--- src/fcs_pkg.sv ---
// constants, types and state layout of the flash command sequencer
package fcs_pkg;

	// ****************************************
	// register port
	// ****************************************
	localparam logic [3:0] FCS_REG_CTRL = 4'h0;
	localparam logic [3:0] FCS_REG_STAT = 4'h1;
	localparam logic [3:0] FCS_UNLOCK_ON = 4'h3;
	localparam logic [3:0] FCS_UNLOCK_RST = 4'hC;
	localparam int FCS_UNLOCK_MSB = 7;
	localparam int FCS_UNLOCK_LSB = 4;
	localparam int FCS_BANK_BIT = 3;
	localparam int FCS_ST_BUSY = 0;
	localparam int FCS_ST_ID = 1;
	localparam int FCS_ST_SECURE = 2;

	// ****************************************
	// address map
	// ****************************************
	localparam logic [15:0] FCS_FLASH_LO = 16'h1000;
	localparam logic [15:0] FCS_BOOT_LO = 16'h7800;
	localparam logic [15:0] FCS_BANK_BASE = 16'h8000;
	localparam logic [15:0] FCS_LOWER_BANK_LO = 16'h9000;
	localparam logic [15:0] FCS_ID_VENDOR = 16'hF000;
	localparam logic [15:0] FCS_ID_MACRO = 16'hF001;
	localparam logic [15:0] FCS_ID_SIZE = 16'hF002;
	localparam logic [15:0] FCS_SEC_ADDR = 16'hFF7F;
	localparam logic [11:0] FCS_CYC_A = 12'h555;
	localparam logic [11:0] FCS_CYC_B = 12'hAAA;

	// ****************************************
	// command data
	// ****************************************
	localparam logic [7:0] FCS_D_AA = 8'hAA;
	localparam logic [7:0] FCS_D_55 = 8'h55;
	localparam logic [7:0] FCS_D_PROG = 8'hA0;
	localparam logic [7:0] FCS_D_ERASE = 8'h80;
	localparam logic [7:0] FCS_D_SECT = 8'h30;
	localparam logic [7:0] FCS_D_CHIP = 8'h10;
	localparam logic [7:0] FCS_D_IDIN = 8'h90;
	localparam logic [7:0] FCS_D_IDOUT = 8'hF0;
	localparam logic [7:0] FCS_D_SECP = 8'hA5;
	localparam logic [7:0] FCS_D_SECV = 8'h00;
	localparam logic [7:0] FCS_SEC_OFF = 8'hFF;
	localparam logic [7:0] FCS_SEC_ON = 8'h00;
	localparam logic [7:0] FCS_SIZE_CODE = 8'h0E;
	localparam int FCS_TOGGLE_BIT = 6;

	// ****************************************
	// timing
	// ****************************************
	localparam int FCS_CLK_MHZ = 40;
	localparam int FCS_PROG_US = 40;
	localparam int FCS_ERASE_MS = 30;
	localparam int FCS_PROG_CYC = FCS_PROG_US * FCS_CLK_MHZ;
	localparam int FCS_ERASE_CYC = FCS_ERASE_MS * 1000 * FCS_CLK_MHZ;
	localparam int FCS_CNT_W = 21;

	// ****************************************
	// types
	// ****************************************
	typedef enum logic [8:0] {
		FCS_IDLE = 9'b000000001,
		FCS_C1 = 9'b000000010,
		FCS_C2 = 9'b000000100,
		FCS_PROG = 9'b000001000,
		FCS_E3 = 9'b000010000,
		FCS_E4 = 9'b000100000,
		FCS_E5 = 9'b001000000,
		FCS_SEC = 9'b010000000,
		FCS_BUSY = 9'b100000000
	} fcs_state_e;

	typedef enum logic [1:0] {
		FCS_OP_PROG = 2'h0,
		FCS_OP_SECT = 2'h1,
		FCS_OP_CHIP = 2'h2,
		FCS_OP_SECP = 2'h3
	} fcs_op_e;

	typedef struct packed {
		logic [15:0] addr;
		logic [7:0] wdata;
		logic wr;
		logic rd;
	} fcs_cpu_req_s;

	typedef struct packed {
		logic start;
		fcs_op_e kind;
		logic rd;
		logic boot;
		logic [15:0] addr;
		logic [7:0] wdata;
	} fcs_arr_cmd_s;

	typedef struct packed {
		fcs_state_e fsm;
		logic [3:0] unlock;
		logic bankSel;
		logic idMode;
		logic secure;
		fcs_op_e opKind;
		logic [FCS_CNT_W-1:0] cnt;
		logic toggle;
		logic arrPend;
		fcs_arr_cmd_s arr;
		logic [7:0] cpuRdata;
		logic cpuRdValid;
		logic [7:0] regRdata;
	} fcs_state_s;

endpackage

--- src/fcs_top.sv ---
// flash command sequencer: control register, bank map, sequence decoder, busy toggle
//
// Implementation choices: the register addresses and the plain strobed port.
`timescale 1ns/100ps
module fcs_top #(
	parameter int ERASE_CYC = fcs_pkg::FCS_ERASE_CYC,
	parameter logic [7:0] VENDOR_CODE = 8'h5A, // arbitrary value
	parameter logic [7:0] MACRO_CODE = 8'h3C // arbitrary value
) (
	// clock and reset
	input wire logic clk,
	input wire logic rstn,
	// operating mode levels
	input wire logic serialMode,
	input wire logic parallelMode,
	// register port
	input wire logic [3:0] regAddr,
	input wire logic [7:0] regWdata,
	input wire logic regWr,
	input wire logic regRd,
	output logic [7:0] regRdata,
	// processor bus toward flash
	input fcs_pkg::fcs_cpu_req_s cpuReq,
	output logic [7:0] cpuRdata,
	output logic cpuRdValid,
	// flash array side
	output fcs_pkg::fcs_arr_cmd_s arrCmd,
	input wire logic [7:0] arrRdata,
	// status levels
	output logic busy,
	output logic idMode
);
	import fcs_pkg::*;

	localparam logic [FCS_CNT_W-1:0] PROG_CNT = FCS_CNT_W'(FCS_PROG_CYC - 1);
	localparam logic [FCS_CNT_W-1:0] ERASE_CNT = FCS_CNT_W'(ERASE_CYC - 1);

	fcs_state_s s_q;
	fcs_state_s s_d;

	// ****************************************
	// address map
	// ****************************************
	logic mapValid;
	logic mapBoot;
	logic [15:0] mapLoc;

	always_comb begin
		mapValid = 1'b0;
		mapBoot = 1'b0;
		mapLoc = cpuReq.addr;
		if (!serialMode) begin
			mapValid = (cpuReq.addr >= FCS_FLASH_LO);
		end else if (cpuReq.addr >= FCS_BANK_BASE) begin
			if (s_q.bankSel) begin
				mapValid = 1'b1;
			end else if (cpuReq.addr >= FCS_LOWER_BANK_LO) begin
				mapValid = 1'b1;
				mapLoc = cpuReq.addr - FCS_BANK_BASE;
			end
		end else if (cpuReq.addr >= FCS_BOOT_LO) begin
			mapBoot = 1'b1;
		end
	end

	// ****************************************
	// write decode helpers
	// ****************************************
	logic enabled;
	logic isA;
	logic isB;
	logic isSecAddr;

	assign enabled = (s_q.unlock == FCS_UNLOCK_ON);
	assign isA = (cpuReq.addr[11:0] == FCS_CYC_A);
	assign isB = (cpuReq.addr[11:0] == FCS_CYC_B);
	assign isSecAddr = (cpuReq.addr == FCS_SEC_ADDR);

	// ****************************************
	// next state
	// ****************************************
	always_comb begin
		s_d = s_q;
		s_d.arr.start = 1'b0;
		s_d.arr.rd = 1'b0;
		s_d.cpuRdValid = 1'b0;
		s_d.arrPend = 1'b0;

		// register port
		if (regWr && regAddr == FCS_REG_CTRL) begin
			s_d.unlock = regWdata[FCS_UNLOCK_MSB:FCS_UNLOCK_LSB];
			s_d.bankSel = regWdata[FCS_BANK_BIT];
		end
		if (regRd) begin
			s_d.regRdata = '0;
			if (regAddr == FCS_REG_CTRL) begin
				s_d.regRdata[FCS_UNLOCK_MSB:FCS_UNLOCK_LSB] = s_q.unlock;
				s_d.regRdata[FCS_BANK_BIT] = s_q.bankSel;
			end else if (regAddr == FCS_REG_STAT) begin
				s_d.regRdata[FCS_ST_BUSY] = (s_q.fsm == FCS_BUSY);
				s_d.regRdata[FCS_ST_ID] = s_q.idMode;
				s_d.regRdata[FCS_ST_SECURE] = s_q.secure;
			end
		end

		// sequence decoder
		if (cpuReq.wr && s_q.fsm != FCS_BUSY) begin
			s_d.fsm = FCS_IDLE;
			if (enabled) begin
				unique case (s_q.fsm)
					FCS_IDLE: begin
						if (isA && cpuReq.wdata == FCS_D_AA) begin
							s_d.fsm = FCS_C1;
						end else if (cpuReq.wdata == FCS_D_IDOUT) begin
							s_d.idMode = 1'b0;
						end
					end
					FCS_C1: begin
						if (isB && cpuReq.wdata == FCS_D_55) begin
							s_d.fsm = FCS_C2;
						end
					end
					FCS_C2: begin
						if (isA) begin
							unique case (cpuReq.wdata)
								FCS_D_PROG: s_d.fsm = FCS_PROG;
								FCS_D_ERASE: s_d.fsm = FCS_E3;
								FCS_D_SECP: s_d.fsm = FCS_SEC;
								FCS_D_IDIN: s_d.idMode = 1'b1;
								FCS_D_IDOUT: s_d.idMode = 1'b0;
								default: s_d.fsm = FCS_IDLE;
							endcase
						end
					end
					FCS_PROG: begin
						if (mapValid) begin
							s_d.fsm = FCS_BUSY;
							s_d.opKind = FCS_OP_PROG;
							s_d.cnt = PROG_CNT;
						end
					end
					FCS_E3: begin
						if (isA && cpuReq.wdata == FCS_D_AA) begin
							s_d.fsm = FCS_E4;
						end
					end
					FCS_E4: begin
						if (isB && cpuReq.wdata == FCS_D_55) begin
							s_d.fsm = FCS_E5;
						end
					end
					FCS_E5: begin
						if (cpuReq.wdata == FCS_D_SECT && mapValid && !parallelMode) begin
							s_d.fsm = FCS_BUSY;
							s_d.opKind = FCS_OP_SECT;
							s_d.cnt = ERASE_CNT;
						end else if (isA && cpuReq.wdata == FCS_D_CHIP) begin
							s_d.fsm = FCS_BUSY;
							s_d.opKind = FCS_OP_CHIP;
							s_d.cnt = ERASE_CNT;
						end
					end
					FCS_SEC: begin
						if (isSecAddr && cpuReq.wdata == FCS_D_SECV) begin
							s_d.fsm = FCS_BUSY;
							s_d.opKind = FCS_OP_SECP;
							s_d.cnt = PROG_CNT;
						end
					end
					FCS_BUSY: s_d.fsm = FCS_BUSY;
				endcase
			end
			if (s_d.fsm == FCS_BUSY) begin
				s_d.toggle = 1'b1;
				s_d.arr.start = 1'b1;
				s_d.arr.kind = s_d.opKind;
				s_d.arr.boot = 1'b0;
				s_d.arr.addr = (s_d.opKind == FCS_OP_SECP) ? cpuReq.addr : mapLoc;
				s_d.arr.wdata = cpuReq.wdata;
			end
		end else if (s_q.fsm == FCS_BUSY) begin
			// writes while busy are refused
			if (s_q.cnt == '0) begin
				s_d.fsm = FCS_IDLE;
				if (s_q.opKind == FCS_OP_SECP) begin
					s_d.secure = 1'b1;
				end else if (s_q.opKind == FCS_OP_CHIP) begin
					s_d.secure = 1'b0;
				end
			end else begin
				s_d.cnt = s_q.cnt - FCS_CNT_W'(1);
			end
		end

		// read path
		if (s_q.arrPend) begin
			s_d.cpuRdata = arrRdata;
			s_d.cpuRdValid = 1'b1;
		end
		if (cpuReq.rd) begin
			if (s_q.fsm == FCS_BUSY) begin
				s_d.cpuRdata = '0;
				s_d.cpuRdata[FCS_TOGGLE_BIT] = s_q.toggle;
				s_d.toggle = ~s_q.toggle;
				s_d.cpuRdValid = 1'b1;
			end else if (s_q.idMode && (cpuReq.addr == FCS_ID_VENDOR ||
					cpuReq.addr == FCS_ID_MACRO || cpuReq.addr == FCS_ID_SIZE ||
					cpuReq.addr == FCS_SEC_ADDR)) begin
				s_d.cpuRdValid = 1'b1;
				if (cpuReq.addr == FCS_ID_VENDOR) begin
					s_d.cpuRdata = VENDOR_CODE;
				end else if (cpuReq.addr == FCS_ID_MACRO) begin
					s_d.cpuRdata = MACRO_CODE;
				end else if (cpuReq.addr == FCS_ID_SIZE) begin
					s_d.cpuRdata = FCS_SIZE_CODE;
				end else begin
					s_d.cpuRdata = s_q.secure ? FCS_SEC_ON : FCS_SEC_OFF;
				end
			end else if (mapValid || mapBoot) begin
				s_d.arr.rd = 1'b1;
				s_d.arr.boot = mapBoot;
				s_d.arr.addr = mapLoc;
			end else begin
				s_d.cpuRdata = '0;
				s_d.cpuRdValid = 1'b1;
			end
		end
		if (s_q.arr.rd) begin
			s_d.arrPend = 1'b1;
		end
	end

	// ****************************************
	// state register
	// ****************************************
	always_ff @(posedge clk or negedge rstn) begin
		if (!rstn) begin
			s_q <= '{
				fsm: FCS_IDLE,
				unlock: FCS_UNLOCK_RST,
				bankSel: 1'b0,
				idMode: 1'b0,
				secure: 1'b0,
				opKind: FCS_OP_PROG,
				cnt: '0,
				toggle: 1'b1,
				arrPend: 1'b0,
				arr: '0,
				cpuRdata: '0,
				cpuRdValid: 1'b0,
				regRdata: '0
			};
		end else begin
			s_q <= s_d;
		end
	end

	// ****************************************
	// outputs
	// ****************************************
	assign regRdata = s_q.regRdata;
	assign cpuRdata = s_q.cpuRdata;
	assign cpuRdValid = s_q.cpuRdValid;
	assign arrCmd = s_q.arr;
	// one-hot: the busy state bit itself
	assign busy = |(s_q.fsm & FCS_BUSY);
	assign idMode = s_q.idMode;

endmodule

--- config.mk ---
export PLATFORM = sky130hd
export DESIGN_NAME = fcs_top
export DESIGN_NICKNAME = d
export VERILOG_FILES = /design/src/fcs_pkg.sv /design/src/fcs_top.sv
export SDC_FILE = /design/constraint.sdc
export NUM_CORES = 1
export LEC_CHECK = 0
export BUFFER_PORTS_ARGS = -buffer_cell sky130_fd_sc_hd__buf_2
export CAP_MARGIN = 20
export CORE_AREA = 2 2 129 81
export DETAILED_ROUTE_END_ITERATION = 8
export DIE_AREA = 0 0 131 83
export GPL_TIMING_DRIVEN = 0
export PLACE_DENSITY = 0.79
export SYNTH_ARGS = -nofsm -noshare
export SYNTH_HDL_FRONTEND = slang
export SYNTH_SLANG_ARGS = --single-unit
--- constraint.sdc ---
create_clock -name clk -period 4.1 [get_ports clk]
set_input_delay 0.205 -clock clk [delete_from_list [all_inputs] [get_ports clk]]
set_output_delay 0.205 -clock clk [all_outputs]
set_load 0.05 [all_outputs]
; Yosys cells after proc, flatten, opt, wreduce, memory -nomap -nowiden
; Index checks and enable logic that the tools add are counted.
[totals]
output_inout_bits = 48
in_bits = 52
reg_bits = 87
[op_classes]
eq_ne = 41
add_sub_neg = 2
n_reduce_logical = 26
n_lt_le_gt_ge = 4
muxes = 70
n_bitwise = 2
[ops]
columns = op, count
row1 = 2-to-1 mux 23 bit, 6
row2 = 2-to-1 mux 9 bit, 14
row3 = case mux 9 bit (9 select lines), 1
row4 = 2-to-1 mux 16 bit, 5
row5 = 2-to-1 mux 18 bit, 4
row6 = case mux 23 bit (3 select lines), 1
row7 = "== test 16 bit, second input constant", 4
row8 = 2-to-1 mux 21 bit, 3
row9 = 2-to-1 mux 25 bit, 2
row10 = "== test 8 bit, second input constant", 6
row11 = 2-to-1 mux 8 bit, 5
row12 = ">= comparator 16 bit, second input constant", 2
row13 = case mux 8 bit (3 select lines), 1
row14 = zero test 21 bit, 1
row15 = "subtractor 21 x 1 -> 21 bit, second input constant", 1
row16 = "== test 9 bit, second input constant", 2
row17 = 2-to-1 mux 1 bit, 17
row18 = ">= comparator 16 x 13 -> 1 bit, second input constant", 1
row19 = ">= comparator 16 x 15 -> 1 bit, second input constant", 1
row20 = "subtractor 16 bit, second input constant", 1
row21 = 2-to-1 mux 3 bit, 5
row22 = AND reduction 7 bit, 2
row23 = "== test 12 x 11 -> 1 bit, second input constant", 1
row24 = "== test 12 bit, second input constant", 1
row25 = 34 further kinds, 58

; Depth between registers and ports, before layout
; Gate-level depths: netlist (run 1).
[depth]
ltp_word = 19
depth_mapped = 11
depth_no_buf = 9

; Worst setup path after synthesis (run 1)
; No wires, ideal clock.
[synth_path]
path_kind = register to register
startpoint = reg s_q (netlist bit busy)
endpoint = reg s_q (netlist bit arrCmd[14])
path_slack_ns = 1.092
t_required_ns = 3.973
stages_incl_launch_ff = 11
t_arrival_ns = 2.880
synth_period_minus_slack_ns = 3.008
path_cell_list = dfrtp_1 > clkbuf_1 > nor4_2 > and3_1 > nand2_1 > a31o_2 > nor4_4 > or2_1 > buf_4 > buf_8 > mux2_1
[synth_rtl]
columns = element, line_no
row1 = start: declaration, fcs_top.sv:38  ; fcs_state_s s_q;
row2 = start signal: assignment, fcs_top.sv:238  ; s_q <= '{

==> impl_metrics.toml, run 1 <==
[outcome]
outcome = "complete, no violations"

[run]
drv_cap = 0

[sta]
hold_viol_final = 0
fmax_ghz = 0.2841
rsz0062_at_grt = "false"
slew_violations = 0
finalCriticalPeriod_ns = 3.520
final.setup_skew_ns = 0.007884
finalSetupTns_ns = 0
slew_headroom_pct = 35.28
fin_crit_sh_pct = 85.85
setup_violations = 0
tightest_slew_ns = 0.9619

[setup_path]
r2r_cells = 10
worstSetupEndpointType = "flip-flop"
cp.depth = 10
criticalPathCategory = "reg -> reg"
cpPeakStageDelay_ns = 0.88
cp-start-kind = "flip-flop"
cp_data_required_time_ns = 4.32
cp_data_arrival_time_ns = 3.74
worstPathCellList = "clkbuf_1 -> nor4_2 -> and3_1 -> nand2_1 -> a31o_2 -> nor4_4 -> or2_1 -> buf_4 -> buf_8 -> mux2_1"
critPathTopFamily = "simple AND/OR/NAND/NOR gates"
cp_max_fo = 10
critical_path_buf_inv_count = 3
rrSetupSlack_ns = 0.58
cp_slowest_cell = "nor4_2"
rr_startpoint = "busy"
rr_endpoint = "arrCmd[18]"

[cts]
cts_setup_buffers = 0
cts_tree = "done"
htreeDepth = 3
ctsRootBufferMaster = "clkbuf_16"
clkLatencyLatePin_ns = 0.34
cts.sinks = 87
clock_path_buffers = 2
clkTransAtPathRegs_ns = 0.07
numCtsBuffers = 9

[global_route]
track_usage_pct = 27.34
grt_pass1_vias = 4519
antenna_found_initial = 0
gr-total-overflow = 0
grt_pass1_wl_um = 23250
grt_start_max_net_pins = 45

[logic_synthesis]
syn_avg_cell_area_um2 = 9.237
synth-seq-area-share_pct = 41.30
synth_nets = 625
yosys.area.top_type_share_pct = 39.31
synth_ff_type = "dfrtp_1"
ys_seq_elements = 87
ys_types = 66
netlist_area_mm2 = 0.005284
synthArstFlopShare_pct = 100.0
synth_area_leaders = "dfrtp_1 (39%), buf_4 (6.7%), mux2_2 (6.0%)"
yosysMostFrequentCell = "dfrtp_1"
yosys.area.top_type = "dfrtp_1"
synth_edf_count = 0
syn_inst = 572
yosys_warnings = 0
synthTopCellsByCount = "dfrtp_1 (83), nand2_1 (54), buf_4 (47)"

[min_path]
hold_path_depth = 2
min_to = "s_q[75]"
min-delay-start = "regWdata[5]"
hp-class = "in -> reg"

[cells_and_area]
n_fill_cell = 812
num-nets-final = 733
syn2layout_area_growth_pct = 18.16
drive_gt1_share_pct = 31.39
antennaDiodeCount = 0

[power_and_ir_drop]
power_mw = 2.173
p_per_area_mw_per_mm2 = 348.0
ir_drop_v = 0.0002171
leakagePower_nw = 2.813

[detailed_routing]
wl_per_cell_um = 17.70
drc_errors = 0
vias = 4899
route.antenna.remaining_nets = 0
vias_per_cell = 5.974
drt_iter0_drc = 436
dr.pass1.iters = 6
wl_um = 14520

[die]
die_x_um = 131
die_h_um = 83
rows = 28
top_level_ports = 100
initial_utilization_pct = 54.84
design.die.area_mm2 = 0.01087
core_mm2 = 0.009634

[placed_design]
routabilityCongestion = 0.9714
port_buffers = 93
detailed_place_hpwl_um = 11000
==> through the flow <==
| stage | cell area (um2) | setup slack (ns) | cells | util [%] | hold slack (ns) |
|---|---|---|---|---|---|
| after detailed placement | 5951 | 0.5210 | 803 | 61.77 | 0.2459 |
| after floorplan | 5284 | 1.092 | 572 | - | -0.09059 |
| after global routing | 6243 | 0.3566 | 820 | 64.81 | 0.08100 |
| after CTS | 6243 | 0.6643 | 820 | 64.81 | 0.08392 |
| after global placement | 5918 | 0.4005 | 800 | 61.43 | 0.3721 |
| final | 6243 | 0.5802 | 820 | 64.81 | 0.08968 |
==> per-layer routing <==
layer  track usage (%)  wire, um
met1             41.85      6839
met2             38.01      5947
met3             7.925      1555
met4             6.383       173
met5                 0         0
==> kinds of logic after synthesis <==
logic type / after synthesis / share of synthesized area, %
xor gates and xnor gates: 10 / 1.658
buffers and inverters: 92 / 10.18
adders and majority gates: 1 / 0.2368
muxes: 40 / 8.454
and+or+nand+nor: 228 / 23.49
AOI/OAI and AO/OA: 114 / 14.68
DFF: 87 / 41.30
==> worst reg2reg max path, cell delays in order (launching register included) <==
cell and delay [ns]:
dfrtp_1 0.38, clkbuf_1 0.22, nor4_2 0.88, and3_1 0.31, nand2_1 0.12, a31o_2 0.27
nor4_4 0.33, or2_1 0.19, buf_4 0.18, buf_8 0.16, mux2_1 0.34
==> how the worst max path moves through the flow <==
stage                           from          to  slack [ns]
final                           busy  arrCmd[18]        0.58
after global routing         s_q[49]     s_q[78]        0.36
after CTS                       busy  arrCmd[22]        0.66
after detailed placement  cpuReq[13]  arrCmd[22]        0.52
after global placement       s_q[48]     s_q[78]        0.40
after floorplan                 busy  arrCmd[14]        1.09
==> power by group <==
part | switching (mW) | total [mW] | internal (mW) | leakage (nW)
sequential | 0.0346 | 0.951 | 0.916 | 1.06
combinational | 0.282 | 0.443 | 0.161 | 1.62
clock | 0.349 | 0.779 | 0.430 | 0.139
==> layout by cell type, fill, tap and decap left out, types with 5 or more instances in the layout <==
| cell | Yosys | layout |
|---|---|---|
| o31ai_1 | 11 | 11 |
| nor3_1 | 16 | 16 |
| nand4_1 | 9 | 9 |
| inv_1 | 20 | 20 |
| o31a_1 | 5 | 5 |
| nand2_1 | 54 | 54 |
| a22o_1 | 6 | 6 |
| or3_1 | 8 | 8 |
| or4_1 | 11 | 11 |
| o21ai_0 | 40 | 40 |
| clkbuf_16 | 0 | 9 |
| nand3_1 | 17 | 17 |
| buf_2 | 4 | 98 |
| xor2_1 | 6 | 6 |
| a21oi_1 | 13 | 13 |
| mux2_2 | 28 | 28 |
| mux2_1 | 9 | 9 |
| nor4_1 | 16 | 16 |
| buf_4 | 47 | 48 |
| nor2_1 | 39 | 39 |
| nor2b_1 | 12 | 12 |
| dfrtp_1 | 83 | 83 |
| or2_2 | 9 | 9 |
| clkbuf_1 | 19 | 19 |
| and3_1 | 8 | 8 |
==> flip-flops by register name, indices dropped and copies added (netlist names) <==
signal      cells
cpuRdata        8
idMode          1
busy            1
arrCmd         29
s_q            39
regRdata        8
cpuRdValid      1
==> cell type report <==
type	count	area, um2	area share [%]
Clock inverter	6	43.79	0.7014
Multi-Input combinational cell	393	2564	41.06
Sequential cell	87	2182	34.95
Buffer	72	462.9	7.415
Tap cell	135	168.9	2.705
Timing Repair Buffer	97	508.0	8.136
Clock buffer	10	239.0	3.828
Inverter	20	75.07	1.202
==> repair_timing <==
| action | CTS | global route |
|---|---|---|
| gates resized for setup | 0 | 0 |
| hold buffers | 1 | 0 |
| hold endpoints to repair | 42 | 0 |
| endpoints found under the setup margin | 0 | 0 |
(Power assumes the default switching activity.)
==> run 2: changes to the inputs <==
==> config.mk (replaced) <==
export PLATFORM = sky130hd
export DESIGN_NAME = fcs_top
export DESIGN_NICKNAME = d
export VERILOG_FILES = /design/src/fcs_pkg.sv /design/src/fcs_top.sv
export SDC_FILE = /design/constraint.sdc
export NUM_CORES = 1
export LEC_CHECK = 0
export ABC_AREA = 1
export BUFFER_PORTS_ARGS = -buffer_cell sky130_fd_sc_hd__buf_2
export CAP_MARGIN = 20
export CORE_AREA = 2 2 133 83
export DETAILED_ROUTE_END_ITERATION = 8
export DIE_AREA = 0 0 135 85
export GPL_TIMING_DRIVEN = 0
export PLACE_DENSITY = 0.8
export SYNTH_ARGS = -nofsm -noshare
export SYNTH_HDL_FRONTEND = slang
export SYNTH_SLANG_ARGS = --single-unit
==> run 2 against run 1 <==
Utilization rose by 0.74 points. Sequential power grew 10%. Maximum frequency grew 44%. Cell count grew 28%. Largest power group unchanged.
==> impl_metrics.toml, run 2 <==
[sta]
slew_headroom_pct = 57.27
slew_violations = 0
final.setup_skew_ns = 0.003967
setup_violations = 0
fmax_ghz = 0.4098
rsz0062_at_grt = "false"
hold_viol_final = 0
finalCriticalPeriod_ns = 2.440
finalSetupTns_ns = 0
tightest_slew_ns = 0.6386
fin_crit_sh_pct = 59.51

[cts]
htreeDepth = 3
numCtsBuffers = 9
clkTransAtPathRegs_ns = 0.07
ctsRootBufferMaster = "clkbuf_16"
holdBufCountCts = 1
cts_tree = "done"
cts.sinks = 87
clock_path_buffers = 2
post_cts_resized = 0
clkLatencyLatePin_ns = 0.35
cts_setup_buffers = 0

[logic_synthesis]
syn_inst = 799
synth_ff_type = "dfrtp_1"
yosys_warnings = 0
yosys.area.top_type_share_pct = 36.07
synthTopCellsByCount = "nand2_1 (183), nor2_1 (112), inv_1 (90)"
yosysMostFrequentCell = "nand2_1"
syn_avg_cell_area_um2 = 7.207
ys_seq_elements = 87
synth_area_leaders = "dfrtp_1 (36%), nand2_1 (12%), nor2_1 (7.3%)"
synth_nets = 852
synth-seq-area-share_pct = 37.90
yosys.area.top_type = "dfrtp_1"
synthArstFlopShare_pct = 100.0
netlist_area_mm2 = 0.005758
synth_edf_count = 0
ys_types = 46

[detailed_routing]
drc_errors = 0
vias = 5665
wl_per_cell_um = 14.71
vias_per_cell = 5.390
drt_iter0_drc = 649
dr.pass1.iters = 5
route.antenna.remaining_nets = 0
wl_um = 15460

[global_route]
grt_pass1_wl_um = 25460
antenna_found_initial = 0
track_usage_pct = 28.25
gr-total-overflow = 0
grt_start_max_net_pins = 48
grt_pass1_vias = 5120

[cells_and_area]
syn2layout_area_growth_pct = 17.30
final_cell_area_mm2 = 0.006754
largest_reg_flops = 39
antennaDiodeCount = 0
num-nets-final = 960
final_common_cell = "nand2_1"
drive_gt1_share_pct = 25.00
largest-register = "s_q"
final_cell_mix = "nand2_1 (183), nor2_1 (112), buf_2 (97)"

[setup_path]
worstPathCellList = "inv_1 -> ha_1 -> inv_1 -> nor2_1 -> nand2_1 -> inv_1 -> nand3_1 -> o21ai_0 -> inv_1 -> nand3_2 -> inv_2 -> buf_6 -> buf_6 -> nand2_1 -> o21ai_1"
cp_max_fo = 10
cp-start-kind = "flip-flop"
critPathTopFamily = "buffers and inverters"
criticalPathCategory = "reg -> reg"
worst_path_most_repeated_cell = "inv_1"
cp_data_arrival_time_ns = 2.67
cp_slowest_cell = "dfrtp_1"
worstSetupEndpointType = "flip-flop"
cp_data_required_time_ns = 4.33
cpPeakStageDelay_ns = 0.40
rr_startpoint = "s_q[48]"
critical_path_buf_inv_count = 7
cp.depth = 15
rrSetupSlack_ns = 1.66
r2r_cells = 15
rr_endpoint = "s_q[58]"

[power_and_ir_drop]
leakagePower_nw = 3.448
ir_drop_v = 0.0001989
p_per_area_mw_per_mm2 = 376.6

[outcome]
outcome = "complete, no violations"

[min_path]
hp-class = "in -> reg"
min_to = "s_q[77]"
min-delay-start = "regWdata[7]"
hold_path_depth = 3

[die]
top_level_ports = 100
rows = 29
die_h_um = 85
design.die.area_mm2 = 0.01148
initial_utilization_pct = 55.88
core_mm2 = 0.01030
die_x_um = 135

[placed_design]
routabilityCongestion = 0.9953
detailed_place_hpwl_um = 11930
dpl_cell_area_mm2 = 0.006437
port_buffers = 95

[run]
drv_cap = 0
[run 2: per-layer routing]
| layer | vias to the layer above | part of all wire [%] | track usage (%) |
|---|---|---|---|
| met3 | 14 | 12 | 8.124 |
| met5 | - | 0 | 0 |
| li1 | 2766 | - | - |
| met1 | 2590 | 48 | 43.73 |
| met4 | 0 | 0.79 | 5.398 |
| met2 | 295 | 39 | 39.41 |
[run 2: kinds of logic (layout without fill, tap and decap cells)]
kind of cell / count (synthesis) / after routing / share of synthesized area [%]
AOI/OAI and AO/OA: 114 / 114 / 11.86
xor gates and xnor gates: 10 / 10 / 1.521
adders and majority gates: 1 / 1 / 0.2173
buffers and inverters: 162 / 275 / 14.38
DFF: 87 / 87 / 37.90
muxes: 1 / 1 / 0.1738
and+or+nand+nor: 424 / 424 / 33.94
[run 2: metrics by stage]
| step | cells | hold WS, ns | power (mW) | utilization [%] | setup WS (ns) |
|---|---|---|---|---|---|
| 3_3_place_gp | 1033 | 0.3681 | 1.678 | 62.18 | 1.756 |
| 2_1_floorplan | 799 | -0.09059 | 1.518 | - | 1.936 |
| 4_1_cts | 1051 | 0.09099 | 2.542 | 65.54 | 1.701 |
| 6_report | 1051 | 0.09653 | 2.543 | 65.54 | 1.660 |
| 5_1_grt | 1051 | 0.1038 | 2.680 | 65.54 | 1.448 |
| 3_5_place_dp | 1034 | 0.2379 | 1.695 | 62.47 | 1.711 |
[run 2: power by group]
part           internal, mW  switching (mW)  leakage, nW
logic                 0.214           0.431         2.22
clock network         0.492           0.360        0.145
registers             0.966          0.0795         1.08
[run 2: final cells by class]
type | count | area (um2)
fill | 923 | 3551
multi-input combinational | 550 | 2748
sequential | 87 | 2182
timing repair buffer | 97 | 515.5
buffer | 59 | 439.2
inverter | 103 | 389.1
clock buffer | 10 | 239.0
tap | 139 | 173.9
clock inverter | 6 | 67.56
[run 2: worst reg2reg max path: cells and delay by family (launching register included)]
family	cells	cell delay, ns
AO/OA/AOI/OAI	2	0.21
adder cells (fa/ha/maj)	1	0.26
buffers and inverters	7	0.73
flip-flops	1	0.40
AND/OR/NAND/NOR	5	0.71
[run 2: how the worst max path moves through the flow]
| stage | slack, ns | end | start |
|---|---|---|---|
| after floorplan | 1.94 | arrCmd[14] | busy |
| after global placement | 1.76 | s_q[58] | s_q[48] |
| after detailed placement | 1.71 | s_q[68] | s_q[48] |
| after CTS | 1.70 | s_q[58] | s_q[48] |
| after global routing | 1.45 | s_q[57] | s_q[48] |
| final | 1.66 | s_q[58] | s_q[48] |
==> run 3: changes to the inputs <==
==> config.mk (replaced) <==
export PLATFORM = sky130hd
export DESIGN_NAME = fcs_top
export DESIGN_NICKNAME = d
export VERILOG_FILES = /design/src/fcs_pkg.sv /design/src/fcs_top.sv
export SDC_FILE = /design/constraint.sdc
export NUM_CORES = 1
export LEC_CHECK = 0
export ABC_AREA = 0
export BUFFER_PORTS_ARGS = -buffer_cell sky130_fd_sc_hd__buf_2
export CAP_MARGIN = 20
export CORE_AREA = 2 2 129 81
export DETAILED_ROUTE_END_ITERATION = 8
export DIE_AREA = 0 0 131 83
export GPL_TIMING_DRIVEN = 0
export PLACE_DENSITY = 0.79
export SYNTH_ARGS = -nofsm -noshare
export SYNTH_HDL_FRONTEND = slang
export SYNTH_SLANG_ARGS = --single-unit
==> constraint.sdc (replaced) <==
create_clock -name clk -period 2.3 [get_ports clk]
set_input_delay 0.115 -clock clk [delete_from_list [all_inputs] [get_ports clk]]
set_output_delay 0.115 -clock clk [all_outputs]
set_load 0.05 [all_outputs]
==> run 3 against run 2 <==
The flow now finishes with violations (design-rule violations, negative setup slack). Clock power grew 91%. Hold slack worse by 0.095 ns. Via count grew 1.0%. Utilization is 15 points higher. Maximum frequency decreased by 16%. Setup slack got worse by 2.2 ns. Sequential power up 63%. Routed wire length increased by 28%. Clock-buffer cell count unchanged. Global-route usage rose by 4.2 points. Die area decreased by 5.2%. Combinational power increased by 39%. Highest routed layer unchanged.
==> impl_metrics.toml, run 3 (synthesis results as in run 1) <==
[outcome]
outcome = "finished with violations"
violations = "design-rule violations, negative setup slack"

[cts]
clkTransAtPathRegs_ns = 0.07
cts.sinks = 87
htreeDepth = 3
cts_tree = "done"
numCtsBuffers = 9
ctsRootBufferMaster = "clkbuf_16"
clkLatencyLatePin_ns = 0.35
clock_path_buffers = 2

[sta]
tightest_slew_ns = 0.9078
finalCriticalPeriod_ns = 2.888
slew_violations = 0
fin_ws_ns = -0.5880
final.setup_skew_ns = 0.006438
fmax_ghz = 0.3463
hold_viol_final = 0
setup_violations = 56
rsz0062_at_grt = "true"
slew_headroom_pct = 39.02
fin_crit_sh_pct = 125.6

[setup_path]
cp_data_required_time_ns = 2.53
rr_startpoint = "s_q[79]"
r2r_cells = 10
crit_end = "arrCmd[18]"
rr_endpoint = "arrCmd[18]"
criticalPathCategory = "reg -> reg"
critPathLaunch = "s_q[79]"
rrSetupSlack_ns = -0.59
cp_max_fo = 10
cp-start-kind = "flip-flop"
worstSetupEndpointType = "flip-flop"
cp_data_arrival_time_ns = 3.12

[cells_and_area]
final_cell_mix = "buf_4 (97), buf_2 (92), dfrtp_1 (77)"
num-nets-final = 799
antennaDiodeCount = 0
fin_cells = 886
largest-register = "s_q"
syn2layout_area_growth_pct = 46.98
final_common_cell = "buf_4"
drive_gt1_share_pct = 51.93
largest_reg_flops = 39

[power_and_ir_drop]
p_seq_share_pct = 40.4
p_per_area_mw_per_mm2 = 544.5
p_sw_share_pct = 29.76
power.switching_mw = 1.258
power.internal_mw = 2.970
leakagePower_nw = 3.496
ir_drop_v = 0.0004594
combPwrFrac_pct = 21.1
clockPowerShare_pct = 38.5

[global_route]
antenna_found_initial = 0
track_usage_pct = 32.50
grt_pass1_wl_um = 27540
gr-total-overflow = 0
grt_start_max_net_pins = 47
grt_pass1_vias = 5204

[detailed_routing]
dr.pass1.iters = 9
wl_per_cell_um = 22.33
drt_iter0_drc = 749
vias_per_cell = 6.460
route.antenna.remaining_nets = 0
drc_errors = 36
vias = 5724
wl_um = 19790

[placed_design]
dp.cells = 801
place_ws_ns = -0.8450
detailed_place_hpwl_um = 11110
port_buffers = 93
routabilityCongestion = 0.9455

[die]
design.die.area_mm2 = 0.01087
core_mm2 = 0.009634
die_h_um = 83
die_x_um = 131
rows = 28
initial_utilization_pct = 54.84
top_level_ports = 100

[run]
drv_cap = 0

[min_path]
hp-class = "in -> reg"
run 3: changes by cell type in the layout (fill, tap and decap cells not counted), moves of 17 or more:
| cell | previous run | this run |
|---|---|---|
| a21oi_1 | 25 | 6 |
| nand2_1 | 183 | 47 |
| mux2_4 | 0 | 19 |
| buf_4 | 46 | 97 |
| mux2_2 | 0 | 18 |
| inv_1 | 90 | 18 |
| buf_6 | 6 | 23 |
| nor2_1 | 112 | 30 |
| nand3_1 | 43 | 15 |
run 3: how the worst min path moves through the flow:
stage	from	end	slack, ns	depth (start not counted)
floorplan	rstn	arrCmd[0]	-0.18	0
global placement	regWdata[5]	s_q[75]	0.35	2
detailed placement	rstn	arrCmd[11]	0.14	1
CTS	regWdata[4]	s_q[74]	0.001	2
global route	regWdata[4]	s_q[74]	0.004	2
finish	regWdata[4]	s_q[74]	0.001	2
run 3: final cells by class:
cell class	count	area, um2
plain buffers	64	520.5
clock buffers	10	239.0
clock inverters	6	92.59
fillers	549	1868
inverters	20	75.07
multi-input cells	394	3259
flip-flops and latches	87	2190
well taps	135	168.9
repair buffers	170	1221
run 3: worst max-delay path: stages, from the launching register on:
cell,delay (ns)
dfrtp_1,0.41
clkbuf_8,0.20
nor4_4,0.37
buf_4,0.22
nand3_1,0.13
o211ai_1,0.45
nor4_4,0.11
or2_1,0.28
buf_6,0.16
buf_16,0.14
mux2_4,0.30
run 3: routing by layer:
layer | vias up | global-route usage, % | share of wire [%]
li1 | 2381 | - | -
met1 | 2681 | 47.13 | 38
met2 | 508 | 47.81 | 43
met3 | 154 | 8.376 | 13
met4 | 0 | 9.865 | 6.3
met5 | - | 0 | 0
run 3: through the flow:
step / cell area (um2) / TNS, ns / utilization (%) / hold slack [ns] / total power [mW]
final: 7766 / -18.84 / 80.61 / 0.001344 / 4.229
after detailed placement: 6135 / -39.20 / 63.68 / 0.1439 / 2.548
after global routing: 7766 / -20.71 / 80.61 / 0.003900 / 4.357
after floorplan: 5470 / -7.118 / - / -0.1806 / 2.314
after CTS: 7316 / -9.772 / 75.94 / 0.001180 / 4.206
after global placement: 6105 / -36.14 / 63.36 / 0.3510 / 2.515
run 3: power groups by stage:
stage / logic (mW) / clock network (mW) / registers (mW)
after floorplan: 0.603 / 0 / 1.71
after global placement: 0.796 / 0 / 1.72
after detailed placement: 0.819 / 0 / 1.73
after CTS: 0.865 / 1.64 / 1.70
after global routing: 0.943 / 1.70 / 1.72
final: 0.894 / 1.63 / 1.71
run 3: what timing repair did:
| action | 4_1_cts | 5_1_grt |
|---|---|---|
| endpoints found under the hold margin | 39 | 0 |
| hold buffers | 2 | 0 |
| pin swaps | 37 | 35 |
| buffers inserted | 53 | 22 |
| setup endpoints to repair | 69 | 67 |
| resized for setup | 104 | 73 |
| gates cloned | 2 | 2 |
